### src/hdl/capb_consts.svh
`ifndef CAPB_CONSTS_SVH
`define CAPB_CONSTS_SVH

// ========
// register offsets
`define CAPB_A_BTN_CFG 8'h21
`define CAPB_A_AVG_LVL 8'h22
`define CAPB_A_NEG_LVL 8'h23
`define CAPB_A_NEG_MAX 8'h24
`define CAPB_A_HYST 8'h25
`define CAPB_A_STUCK 8'h26
`define CAPB_A_WAKE_LEN 8'h33
`define CAPB_A_KEYS_54 8'h34
`define CAPB_A_KEYS_32 8'h35
`define CAPB_A_KEYS_10 8'h36

// ========
// reset values
`define CAPB_R_BTN_CFG 8'h30
`define CAPB_R_AVG_LVL 8'h50
`define CAPB_R_NEG_LVL 8'h50
`define CAPB_R_NEG_MAX 8'h01
`define CAPB_R_HYST 8'h0a
`define CAPB_R_STUCK 8'h00
`define CAPB_R_WAKE_LEN 3'h0
`define CAPB_R_KEYS 8'h00

// ========
// field positions and codes
`define CAPB_F_TDB 0
`define CAPB_F_RDB 2
`define CAPB_F_IRQ 4
`define CAPB_F_RPT 6
`define CAPB_IRQ_TOUCH 0
`define CAPB_IRQ_RELEASE 1
`define CAPB_RPT_FIRST 2'h1
`define CAPB_WAKE_ANY 3'h0
`define CAPB_WAKE_NONE 3'h7
`define CAPB_WAKE_LEN_W 3

// ========
// scaling and timing
`define CAPB_NSENS 8
`define CAPB_TW 16
`define CAPB_LVL_SHIFT 2
`define CAPB_PCT_FULL 8'h64
`define CAPB_DB_BASE 3'h1
`define CAPB_AVG_SHIFT 3
`define CAPB_COMP_SENSORS 4'h3
`define CAPB_CLK_HZ 200000000
`define CAPB_SECOND_S 1

`endif

### src/hdl/capb_pkg.sv
package capb_pkg;
  typedef logic signed [15:0] capb_tick_t;
  typedef enum logic {CAPB_ACTIVE, CAPB_DOZE} capb_mode_t;
  typedef enum logic {CAPB_KEY_WAIT, CAPB_KEY_HELD} capb_wake_t;
endpackage

### src/hdl/capb_cfg_if.sv
`timescale 1ns/1ps
interface capb_cfg_if;
  logic sample_valid;
  logic sec_tick;
  logic comp_clear;
  logic [1:0] touch_db;
  logic [1:0] release_db;
  logic [7:0] avg_level;
  logic [7:0] neg_level;
  logic [7:0] neg_limit;
  logic [7:0] hyst_pct;
  logic [7:0] stuck_secs;
  modport ctrl (output sample_valid, sec_tick, comp_clear, touch_db,
    release_db, avg_level, neg_level, neg_limit, hyst_pct, stuck_secs);
  modport chan (input sample_valid, sec_tick, comp_clear, touch_db,
    release_db, avg_level, neg_level, neg_limit, hyst_pct, stuck_secs);
endinterface

### src/hdl/capb_chan.sv
`timescale 1ns/1ps
`include "capb_consts.svh"
module capb_chan
  import capb_pkg::*;
(
  input logic clk, // system clock
  input logic resetn, // async reset, low
  capb_cfg_if.chan cfg, // shared settings
  input capb_tick_t ticks, // sample of this sensor
  input logic [7:0] level, // sensor threshold code
  output logic touch_evt, // touch decided
  output logic release_evt, // release decided
  output logic touched, // current decision
  output logic frozen, // averaging suspended
  output logic neg_trig, // negative count hit
  output logic stuck_trig // held timeout hit
);
  logic signed [24:0] tick_w, thr_w, k100, pct_w, on_lvl, off_lvl;
  logic signed [24:0] neg_w;
  logic signed [16:0] diff;
  logic signed [15:0] avg, freeze_lvl;
  logic [2:0] cnt, next_cnt, need;
  logic [7:0] ncnt, next_ncnt, secs;
  logic above, below, pending, decide, stuck, stuck_hit, neg_below;

  // ========
  // threshold levels, all scaled by 100
  assign tick_w = 25'(ticks);
  assign thr_w = 25'({level, {`CAPB_LVL_SHIFT{1'b0}}});
  assign k100 = 25'(`CAPB_PCT_FULL);
  // above full scale the lower level would go negative, so clamp
  assign pct_w = (cfg.hyst_pct > `CAPB_PCT_FULL) ? k100 :
    25'(cfg.hyst_pct);
  assign on_lvl = 25'(thr_w * (k100 + pct_w));
  assign off_lvl = 25'(thr_w * (k100 - pct_w));
  assign above = 25'(tick_w * k100) > on_lvl;
  assign below = 25'(tick_w * k100) < off_lvl;

  // debounce decision
  assign need = touched ? 3'(cfg.release_db) + `CAPB_DB_BASE :
    3'(cfg.touch_db) + `CAPB_DB_BASE;
  assign pending = touched ? below : (above && !stuck);
  assign next_cnt = 3'(cnt + 3'h1);
  assign decide = pending && (next_cnt >= need);
  assign stuck_hit = touched && (cfg.stuck_secs != 8'h00) && cfg.sec_tick
    && (8'(secs + 8'h01) >= cfg.stuck_secs);

  // decision state; a stuck timeout outranks the sample
  always_ff @(posedge clk or negedge resetn)
  begin
    if (!resetn)
    begin
      touched <= 1'b0;
      touch_evt <= 1'b0;
      release_evt <= 1'b0;
      cnt <= 3'h0;
      stuck <= 1'b0;
      stuck_trig <= 1'b0;
    end
    else
    begin
      touch_evt <= 1'b0;
      release_evt <= 1'b0;
      stuck_trig <= stuck_hit;
      if (stuck_hit)
      begin
        touched <= 1'b0;
        release_evt <= 1'b1;
        stuck <= 1'b1;
        cnt <= 3'h0;
      end
      else if (cfg.sample_valid)
      begin
        if (decide)
        begin
          touched <= !touched;
          touch_evt <= !touched;
          release_evt <= touched;
          cnt <= 3'h0;
        end
        else if (pending)
          cnt <= next_cnt;
        else
          cnt <= 3'h0;
        if (stuck && below)
          stuck <= 1'b0;
      end
    end
  end

  // seconds held; cleared whenever released
  always_ff @(posedge clk or negedge resetn)
  begin
    if (!resetn)
      secs <= 8'h00;
    else if (!touched || stuck_hit)
      secs <= 8'h00;
    else if (cfg.sec_tick && secs != 8'hff)
      secs <= 8'(secs + 8'h01);
  end

  // ========
  // average, frozen once it reaches the level
  assign freeze_lvl = 16'({cfg.avg_level, {`CAPB_LVL_SHIFT{1'b0}}});
  assign frozen = avg >= freeze_lvl;
  assign diff = 17'(ticks) - 17'(avg);
  always_ff @(posedge clk or negedge resetn)
  begin
    if (!resetn)
      avg <= 16'h0000;
    else if (cfg.comp_clear)
      avg <= 16'h0000;
    else if (cfg.sample_valid && !frozen)
      avg <= 16'(avg + 16'(diff >>> `CAPB_AVG_SHIFT));
  end

  // negative tick counter
  assign neg_w = 25'({cfg.neg_level, {`CAPB_LVL_SHIFT{1'b0}}});
  assign neg_below = tick_w < -neg_w;
  assign next_ncnt = (ncnt == 8'hff) ? ncnt : 8'(ncnt + 8'h01);
  always_ff @(posedge clk or negedge resetn)
  begin
    if (!resetn)
    begin
      ncnt <= 8'h00;
      neg_trig <= 1'b0;
    end
    else
    begin
      neg_trig <= 1'b0;
      if (cfg.comp_clear)
        ncnt <= 8'h00;
      else if (cfg.sample_valid)
      begin
        ncnt <= neg_below ? next_ncnt : 8'h00;
        neg_trig <= neg_below && (next_ncnt >= cfg.neg_limit);
      end
    end
  end
endmodule

### src/hdl/capb_wake.sv
`timescale 1ns/1ps
`include "capb_consts.svh"
module capb_wake
  import capb_pkg::*;
(
  input logic clk, // system clock
  input logic resetn, // async reset, low
  input logic arm, // device dozing
  input logic [2:0] len, // sequence length
  input logic [23:0] keys, // key0 in low nibble
  input logic [7:0] touch_evt, // raw touches
  input logic [7:0] release_evt, // raw releases
  output logic wake // sequence done
);
  capb_wake_t st;
  logic [2:0] idx;
  logic [3:0] key;
  logic [7:0] key_bit;
  logic key_ok, hit, lifted, last;

  // ========
  // expected key of this step
  assign key = keys[5'({idx, 2'b00}) +: 4];
  assign key_ok = !key[3];
  assign key_bit = key_ok ? 8'(8'h01 << key[2:0]) : 8'h00;
  assign hit = (touch_evt & key_bit) != 8'h00;
  assign lifted = (release_evt & key_bit) != 8'h00;
  assign last = 3'(idx + 3'h1) == len;

  // step through keys; each needs its release
  always_ff @(posedge clk or negedge resetn)
  begin
    if (!resetn)
    begin
      st <= CAPB_KEY_WAIT;
      idx <= 3'h0;
      wake <= 1'b0;
    end
    else
    begin
      wake <= 1'b0;
      if (!arm)
      begin
        st <= CAPB_KEY_WAIT;
        idx <= 3'h0;
      end
      else
        case (st)
          CAPB_KEY_WAIT:
            if (len == `CAPB_WAKE_ANY)
              wake <= |touch_evt;
            else if (len != `CAPB_WAKE_NONE)
            begin
              if (hit)
                st <= CAPB_KEY_HELD;
              else if (|touch_evt)
                idx <= 3'h0;
            end
          CAPB_KEY_HELD:
            if (lifted)
            begin
              st <= CAPB_KEY_WAIT;
              idx <= last ? 3'h0 : 3'(idx + 3'h1);
              wake <= last;
            end
          default:
            st <= CAPB_KEY_WAIT;
        endcase
    end
  end
endmodule

### src/hdl/capb_top.sv
`timescale 1ns/1ps
`include "capb_consts.svh"
// Functional notes
// - touch when ticks exceed threshold plus threshold times hysteresis
// - release when ticks fall below threshold minus its hysteresis share
// - one hysteresis percentage shared by all sensors
// - touch debounce starts on first sample above touch level
// - count consecutive qualifying samples, one per scan, before deciding
// - debounce code 00 acts at once, 01..11 need two to four
// - report all touches, or only the first until it is released
// - report code 00 multiple, 01 first-only, others reserved
// - interrupt on touches, releases or both as configured
// - interrupt code 00 masked, 01 touch, 10 release, 11 both
// - freeze averaging when the average reaches its level
// - averaging level scaled at four ticks per count
// - three or more frozen sensors at once start compensation
// - large negative ticks trigger offset compensation
// - negative counter counts low samples, triggers at its limit
// - held timeout forces compensation and a release
// - after forced release, report again once lifted and touched anew
// - held timeout of zero disables the timer
// - proximity sensors handled exactly like buttons
// - wake length 0 any touch, 1..6 ordered keys, 7 none
// - key counts only after its release; a wrong touch while waiting restarts the sequence
// - four-bit key codes select buttons 0..7, others reserved
module capb_top
  import capb_pkg::*;
#(
  parameter int unsigned SECOND_CYCLES = `CAPB_SECOND_S * `CAPB_CLK_HZ
)
(
  input logic clk, // 200 MHz clock
  input logic resetn, // async reset, low
  input logic [7:0] reg_addr, // register offset
  input logic [7:0] reg_wdata, // write data
  input logic reg_wr, // write strobe
  input logic reg_rd, // read strobe
  output logic [7:0] reg_rdata, // read data
  input logic sample_valid, // one per scan period
  input logic [127:0] ticks, // sensor i at [16i+:16]
  input logic [63:0] per_sensor_level, // sensor i at [8i+:8]
  input logic enter_doze, // host asks for doze
  input logic host_wake_cmd, // host asks for active
  input logic general_input_pin, // wake level, high
  input logic irq_ack, // host clears interrupt
  output logic [7:0] button_state, // reported touched
  output logic [7:0] button_touch_evt, // reported touches
  output logic [7:0] button_release_evt, // reported releases
  output logic [7:0] averaging_frozen, // per sensor freeze
  output logic offset_comp_start, // compensation request
  output logic in_doze, // doze mode
  output logic interrupt_n // event pending, low
);
  logic [7:0] button_policy_config;
  logic [7:0] average_freeze_level;
  logic [7:0] negative_comp_level;
  logic [7:0] negative_count_limit;
  logic [7:0] touch_hysteresis_pct;
  logic [7:0] held_touch_timeout;
  logic [2:0] wake_sequence_length;
  logic [7:0] wake_keys_five_four;
  logic [7:0] wake_keys_three_two;
  logic [7:0] wake_keys_one_zero;

  logic sel_cfg, sel_avg, sel_neg, sel_max, sel_hyst, sel_stuck;
  logic sel_len, sel_k54, sel_k32, sel_k10;
  logic [7:0] rd_mux;

  logic [7:0] raw_touch, raw_release, raw_state;
  logic [7:0] neg_hit, stuck_hit;
  logic [7:0] owner, first_touch, rep_touch, rep_release, next_owner;
  logic [1:0] rpt_mode, irq_mode;
  logic first_only, irq_hit, irq_pending;
  logic [3:0] frozen_count;
  logic many, many_q, comp_go, wake;
  logic [31:0] pre_cnt;
  logic sec_tick;
  capb_mode_t mode;

  capb_cfg_if cfg_bus ();

  // ========
  // register decode
  assign sel_cfg = reg_addr == `CAPB_A_BTN_CFG;
  assign sel_avg = reg_addr == `CAPB_A_AVG_LVL;
  assign sel_neg = reg_addr == `CAPB_A_NEG_LVL;
  assign sel_max = reg_addr == `CAPB_A_NEG_MAX;
  assign sel_hyst = reg_addr == `CAPB_A_HYST;
  assign sel_stuck = reg_addr == `CAPB_A_STUCK;
  assign sel_len = reg_addr == `CAPB_A_WAKE_LEN;
  assign sel_k54 = reg_addr == `CAPB_A_KEYS_54;
  assign sel_k32 = reg_addr == `CAPB_A_KEYS_32;
  assign sel_k10 = reg_addr == `CAPB_A_KEYS_10;

  // write side; reserved upper bits of the length are not stored
  always_ff @(posedge clk or negedge resetn)
  begin
    if (!resetn)
    begin
      button_policy_config <= `CAPB_R_BTN_CFG;
      average_freeze_level <= `CAPB_R_AVG_LVL;
      negative_comp_level <= `CAPB_R_NEG_LVL;
      negative_count_limit <= `CAPB_R_NEG_MAX;
      touch_hysteresis_pct <= `CAPB_R_HYST;
      held_touch_timeout <= `CAPB_R_STUCK;
      wake_sequence_length <= `CAPB_R_WAKE_LEN;
      wake_keys_five_four <= `CAPB_R_KEYS;
      wake_keys_three_two <= `CAPB_R_KEYS;
      wake_keys_one_zero <= `CAPB_R_KEYS;
    end
    else if (reg_wr)
    begin
      if (sel_cfg)
        button_policy_config <= reg_wdata;
      if (sel_avg)
        average_freeze_level <= reg_wdata;
      if (sel_neg)
        negative_comp_level <= reg_wdata;
      if (sel_max)
        negative_count_limit <= reg_wdata;
      if (sel_hyst)
        touch_hysteresis_pct <= reg_wdata;
      if (sel_stuck)
        held_touch_timeout <= reg_wdata;
      if (sel_len)
        wake_sequence_length <= reg_wdata[`CAPB_WAKE_LEN_W-1:0];
      if (sel_k54)
        wake_keys_five_four <= reg_wdata;
      if (sel_k32)
        wake_keys_three_two <= reg_wdata;
      if (sel_k10)
        wake_keys_one_zero <= reg_wdata;
    end
  end

  // read side; unmapped offsets read zero
  assign rd_mux =
    sel_cfg ? button_policy_config :
    sel_avg ? average_freeze_level :
    sel_neg ? negative_comp_level :
    sel_max ? negative_count_limit :
    sel_hyst ? touch_hysteresis_pct :
    sel_stuck ? held_touch_timeout :
    sel_len ? 8'(wake_sequence_length) :
    sel_k54 ? wake_keys_five_four :
    sel_k32 ? wake_keys_three_two :
    sel_k10 ? wake_keys_one_zero : 8'h00;

  always_ff @(posedge clk or negedge resetn)
  begin
    if (!resetn)
      reg_rdata <= 8'h00;
    else if (reg_rd)
      reg_rdata <= rd_mux;
  end

  // ========
  // seconds prescaler for the held timeout
  assign sec_tick = pre_cnt == 32'(SECOND_CYCLES - 1);
  always_ff @(posedge clk or negedge resetn)
  begin
    if (!resetn)
      pre_cnt <= 32'h0000_0000;
    else if (sec_tick)
      pre_cnt <= 32'h0000_0000;
    else
      pre_cnt <= 32'(pre_cnt + 32'h1);
  end

  // ========
  // settings shared by all channels
  assign cfg_bus.sample_valid = sample_valid;
  assign cfg_bus.sec_tick = sec_tick;
  assign cfg_bus.comp_clear = offset_comp_start;
  assign cfg_bus.touch_db = button_policy_config[`CAPB_F_TDB +: 2];
  assign cfg_bus.release_db = button_policy_config[`CAPB_F_RDB +: 2];
  assign cfg_bus.avg_level = average_freeze_level;
  assign cfg_bus.neg_level = negative_comp_level;
  assign cfg_bus.neg_limit = negative_count_limit;
  assign cfg_bus.hyst_pct = touch_hysteresis_pct;
  assign cfg_bus.stuck_secs = held_touch_timeout;

  // one decision channel per sensor, buttons and proximity alike
  for (genvar i = 0; i < `CAPB_NSENS; i++)
  begin : g_chan
    capb_chan u_chan (
      .clk(clk),
      .resetn(resetn),
      .cfg(cfg_bus),
      .ticks(capb_tick_t'(ticks[i*`CAPB_TW +: `CAPB_TW])),
      .level(per_sensor_level[i*8 +: 8]),
      .touch_evt(raw_touch[i]),
      .release_evt(raw_release[i]),
      .touched(raw_state[i]),
      .frozen(averaging_frozen[i]),
      .neg_trig(neg_hit[i]),
      .stuck_trig(stuck_hit[i])
    );
  end

  // ========
  // reporting policy; reserved codes fall back to multiple
  assign rpt_mode = button_policy_config[`CAPB_F_RPT +: 2];
  assign first_only = rpt_mode == `CAPB_RPT_FIRST;
  // lowest index wins when several touch in one cycle
  assign first_touch = 8'(raw_touch & 8'(~raw_touch + 8'h01));
  assign rep_touch = !first_only ? raw_touch :
    (owner == 8'h00) ? first_touch : 8'h00;
  assign rep_release = first_only ? (raw_release & owner) :
    raw_release;
  assign next_owner = !first_only ? 8'h00 :
    (owner == 8'h00) ? first_touch :
    ((raw_release & owner) != 8'h00) ? 8'h00 : owner;

  always_ff @(posedge clk or negedge resetn)
  begin
    if (!resetn)
    begin
      owner <= 8'h00;
      button_touch_evt <= 8'h00;
      button_release_evt <= 8'h00;
      button_state <= 8'h00;
    end
    else
    begin
      owner <= next_owner;
      button_touch_evt <= rep_touch;
      button_release_evt <= rep_release;
      button_state <= first_only ? (raw_state & next_owner) : raw_state;
    end
  end

  // ========
  // interrupt; a new event wins over the acknowledge
  assign irq_mode = button_policy_config[`CAPB_F_IRQ +: 2];
  assign irq_hit = (irq_mode[`CAPB_IRQ_TOUCH] && |rep_touch) ||
    (irq_mode[`CAPB_IRQ_RELEASE] && |rep_release);
  always_ff @(posedge clk or negedge resetn)
  begin
    if (!resetn)
      irq_pending <= 1'b0;
    else
      irq_pending <= irq_hit || (irq_pending && !irq_ack);
  end
  assign interrupt_n = !irq_pending;

  // ========
  // compensation triggers
  always_comb
  begin
    frozen_count = 4'h0;
    for (int j = 0; j < `CAPB_NSENS; j++)
      frozen_count = 4'(frozen_count + 4'(averaging_frozen[j]));
  end
  assign many = frozen_count >= `CAPB_COMP_SENSORS;
  // only the onset counts, or a held group would retrigger forever
  assign comp_go = (many && !many_q) || |neg_hit || |stuck_hit;

  always_ff @(posedge clk or negedge resetn)
  begin
    if (!resetn)
    begin
      many_q <= 1'b0;
      offset_comp_start <= 1'b0;
    end
    else
    begin
      many_q <= many;
      offset_comp_start <= comp_go;
    end
  end

  // ========
  // doze and wake
  capb_wake u_wake (
    .clk(clk),
    .resetn(resetn),
    .arm(mode == CAPB_DOZE),
    .len(wake_sequence_length),
    .keys({wake_keys_five_four, wake_keys_three_two, wake_keys_one_zero}),
    .touch_evt(raw_touch),
    .release_evt(raw_release),
    .wake(wake)
  );

  always_ff @(posedge clk or negedge resetn)
  begin
    if (!resetn)
      mode <= CAPB_ACTIVE;
    else
      case (mode)
        CAPB_ACTIVE:
          if (enter_doze)
            mode <= CAPB_DOZE;
        CAPB_DOZE:
          if (wake || host_wake_cmd || general_input_pin)
            mode <= CAPB_ACTIVE;
        default:
          mode <= CAPB_ACTIVE;
      endcase
  end
  assign in_doze = mode == CAPB_DOZE;
endmodule

### config.mk
export PLATFORM = sky130hd
export DESIGN_NAME = capb_top
export DESIGN_NICKNAME = d
export VERILOG_FILES = /design/src/hdl/capb_pkg.sv /design/src/hdl/capb_cfg_if.sv /design/src/hdl/capb_chan.sv /design/src/hdl/capb_wake.sv /design/src/hdl/capb_top.sv
export VERILOG_INCLUDE_DIRS = /design/src /design/src/hdl
export SDC_FILE = /design/constraint.sdc
export NUM_CORES = 2
export LEC_CHECK = 0
export ABC_AREA = 1
export BUFFER_PORTS_ARGS = -buffer_cell sky130_fd_sc_hd__buf_2
export CORE_UTILIZATION = 25
export DETAILED_ROUTE_END_ITERATION = 8
export PLACE_DENSITY = 0.36
export SYNTH_ARGS = -nofsm -noshare
export SYNTH_HDL_FRONTEND = slang
export SYNTH_HIERARCHICAL = 1
export SYNTH_SLANG_ARGS = --single-unit
export TNS_END_PERCENT = 10
### constraint.sdc
create_clock -name clk -period 8.6 [get_ports clk]
set_input_delay 0.43 -clock clk [delete_from_list [all_inputs] [get_ports clk]]
set_output_delay 0.43 -clock clk [all_outputs]
set_load 0.01 [all_outputs]
==> out/results.ini <==
[place]
dp_slack_ps = 201
place_area_mm2 = 0.115
numPortBuffers = 259
gp_congestion = 0.828
hpwl_um = 312000

[critical_path]
regToRegSetupSlack_ps = 530
cpMostUsedCell = nand2_1
endpoint = g_chan[2].u_chan/touched
required_ps = 9140
start_kind = flip-flop
worst_r2r_endpoint = g_chan[2].u_chan/touched
critPathKind = flip-flop to flip-flop
cpMaxStageDelayCell = dfstp_4
crit_path_max_incr_delay_ps = 1000
rr_startpoint = cfg_bus.hyst_pct[3]
r2r_cells = 44
worstPathMaxFanout = 13
crit_arrival_ps = 8610
startpoint = cfg_bus.hyst_pct[3]
end_kind = flip-flop

[routing]
antenna_left = 0
drt-vias-per-instance = 4.34
postRouteWirelength_um = 369000
num_vias = 90200
drtPass1Iterations = 6
drt_iter0_markers = 4049
drc = 0
wl_per_cell_um = 17.8

[floorplan]
die-area_mm2 = 0.426
initial_core_util_pct = 25.2
dieWidth_um = 653
coreArea_mm2 = 0.421
pin_count = 260
fp.dieH_um = 653
fp-row-count = 238

[yosys]
synth_area_per_cell_um2 = 7.26
yosysWarnings = 6
synthCells = 14600
ys.flop_type = dfrtp_1
yosysTopAreaCell = ha_1
synthTopCellsByArea = ha_1, fa_1, inv_1, dfrtp_1, nand2_1
synth.yosys.seq_area_share_pct = 11.4
synth_area_mm2 = 0.106
postSynth.asyncResetShare_pct = 100
yosys-top-cells-count = inv_1, nand2_1, ha_1
ys_ff_latch = 484
synthDistinctLibCells = 76
yosysMostFrequentCell = inv_1
synth.top_cell.area_share_pct = 24.4
synth-edff-count = 0

[grt]
grt_pass1_wl_um = 566000
first_global_vias = 92000
antenna_found_initial = 64
grt_max_degree = 134
grt_util_all_layers_pct = 17.3
grt_overflow_total = 0

[cells_and_area]
syn_to_final_growth_pct = 11.2
final_area_mm2 = 0.118
layout.nets = 18200
drive_gt1_share_pct = 6.64

[power]
seq_power_share_pct = 10.6
total_power_mw = 30.1
p_sw_share_pct = 56.2
power_density_mw_per_mm2 = 255
share_comb_of_total_power_pct = 79.7
cellLeakagePower_nw = 63.9
irDropWorstVdd_uv = 315
p_int_mw = 13.2
power.switching_mw = 16.9
clockPowerShare_pct = 9.6

[run]
drv_cap = 0

[clock_tree]
clkSlewWorstSetupHoldPaths_ps = 70
h-tree-depth = 3
cts_buffer_depth = 3
cts.sink_count = 484
clock_latency_ps = 650
root_buffer = clkbuf_16
cts_tree = done
numCtsBuffers = 69

[timing]
slew_headroom_pct = 12.9
tightest_slew_ps = 1290
finalWorstSetupSlack_ps = 526
report.final.slew_viol_count = 0
setup_viol = 0
skew_ps = 27.9
hold_viol = 0
period_share_pct = 93.9
rsz0062_at_grt = yes
fmax_ghz = 0.124
period_needed_ps = 8070
setup_tns_ps = 0

[run_status]
status = finished, final reports clean

[worst_hold_path]
hp-class = primary input to flip-flop

[cells by family (layout without fill, tap and decap cells)]
family,count (synthesis),after routing,synth area share (%)
DFF,484,484,11.4
and+or+nand+nor,5352,5352,21.8
AOI/OAI and AO/OA,1856,1856,9.92
adders and majority gates,2873,2873,39.6
buffers and inverters,3444,3858,12.4
other,16,149,0.0567
muxes,1,1,0.0106
xor gates and xnor gates,573,573,4.76
[flip-flops by register name (all words and copies together), names as in the netlist, 24 cells and up]
register and count:
g_chan.u_chan/avg 128, pre_cnt 32, g_chan.u_chan/cnt 24, g_chan.u_chan/secs 64
g_chan.u_chan/ncnt 64
[metal layers]
| layer | GRT usage, % | share of wire (%) | vias up |
|---|---|---|---|
| met5 | 0 | 0.017 | - |
| met4 | 3.93 | 2.7 | 10 |
| met3 | 1.82 | 3.2 | 273 |
| met2 | 29.5 | 47 | 1068 |
| met1 | 23.2 | 47 | 41800 |
| li1 | - | - | 47000 |
[metrics by stage]
stage	utilization, %	std cells	hold slack, ps
after floorplan	-	14700	134
after global placement	27.4	20600	450
after detailed placement	27.4	20600	450
after CTS	27.9	20800	55.9
after global routing	28.0	20800	49.8
final	28.0	20800	101
[cell type report]
class | count | area, µm²
multi-input combinational | 10800 | 81300
timing repair buffer | 375 | 2280
sequential | 484 | 12200
tap | 5640 | 7060
inverter | 3364 | 12700
clock buffer | 103 | 2080
fill | 47100 | 303000
antenna | 21 | 52.6
clock inverter | 16 | 136
[worst min path at each step]
stage                               to  slack [ps]  startpoint  cells past startpoint
2_1_floorplan  average_freeze_level[0]         130      resetn                      0
3_3_place_gp                pre_cnt[0]         450  pre_cnt[0]                      1
3_5_place_dp                pre_cnt[0]         450  pre_cnt[0]                      1
4_1_cts                        in_doze          60  enter_doze                      2
5_1_grt                        in_doze          50  enter_doze                      2
6_report                       in_doze         100  enter_doze                      2
[power groups by stage]
stage,clock network [mW],registers [mW],logic [mW]
after floorplan,0,2.98,17.4
after global placement,0,3.26,24.3
after detailed placement,0,3.25,24.1
after CTS,3.03,3.21,24.4
after global routing,3.09,3.24,28.1
final,2.90,3.19,24.0
[timing repair]
item | CTS | global route
gates resized for setup | 0 | 54
hold buffers | 1 | 0
hold endpoints to repair | 65 | 0
endpoints found under the setup margin | 0 | 53
buffers inserted | 0 | 8
[layout by cell type, fill, tap and decap left out, types with 73 or more instances in the layout]
| cell | synthesis | routed |
|---|---|---|
| dfrtp_1 | 475 | 458 |
| xor2_1 | 411 | 411 |
| clkbuf_16 | 0 | 73 |
| o21ai_0 | 518 | 508 |
| ha_1 | 2069 | 2065 |
| inv_1 | 3201 | 3198 |
| fa_1 | 804 | 804 |
| a21oi_1 | 879 | 868 |
| nand4_1 | 126 | 126 |
| conb_1 | 16 | 128 |
| nand2_2 | 89 | 97 |
| nor2_2 | 89 | 95 |
| nor2_1 | 1324 | 1316 |
| inv_2 | 76 | 77 |
| nor3_1 | 220 | 219 |
| nand3_1 | 512 | 512 |
| xnor2_1 | 158 | 158 |
| nand2_1 | 2725 | 2714 |
| buf_4 | 0 | 107 |
| buf_2 | 16 | 257 |
[worst max-delay path, delay by kind of cell, from the launching register on]
family	cells	cell delay, ps
fa+ha+maj	8	3350
compound gates	7	970
buf+inv	7	780
xor+xnor	1	170
flops	1	1000
simple gates	21	1640
Power figures use the tool's default switching activity.
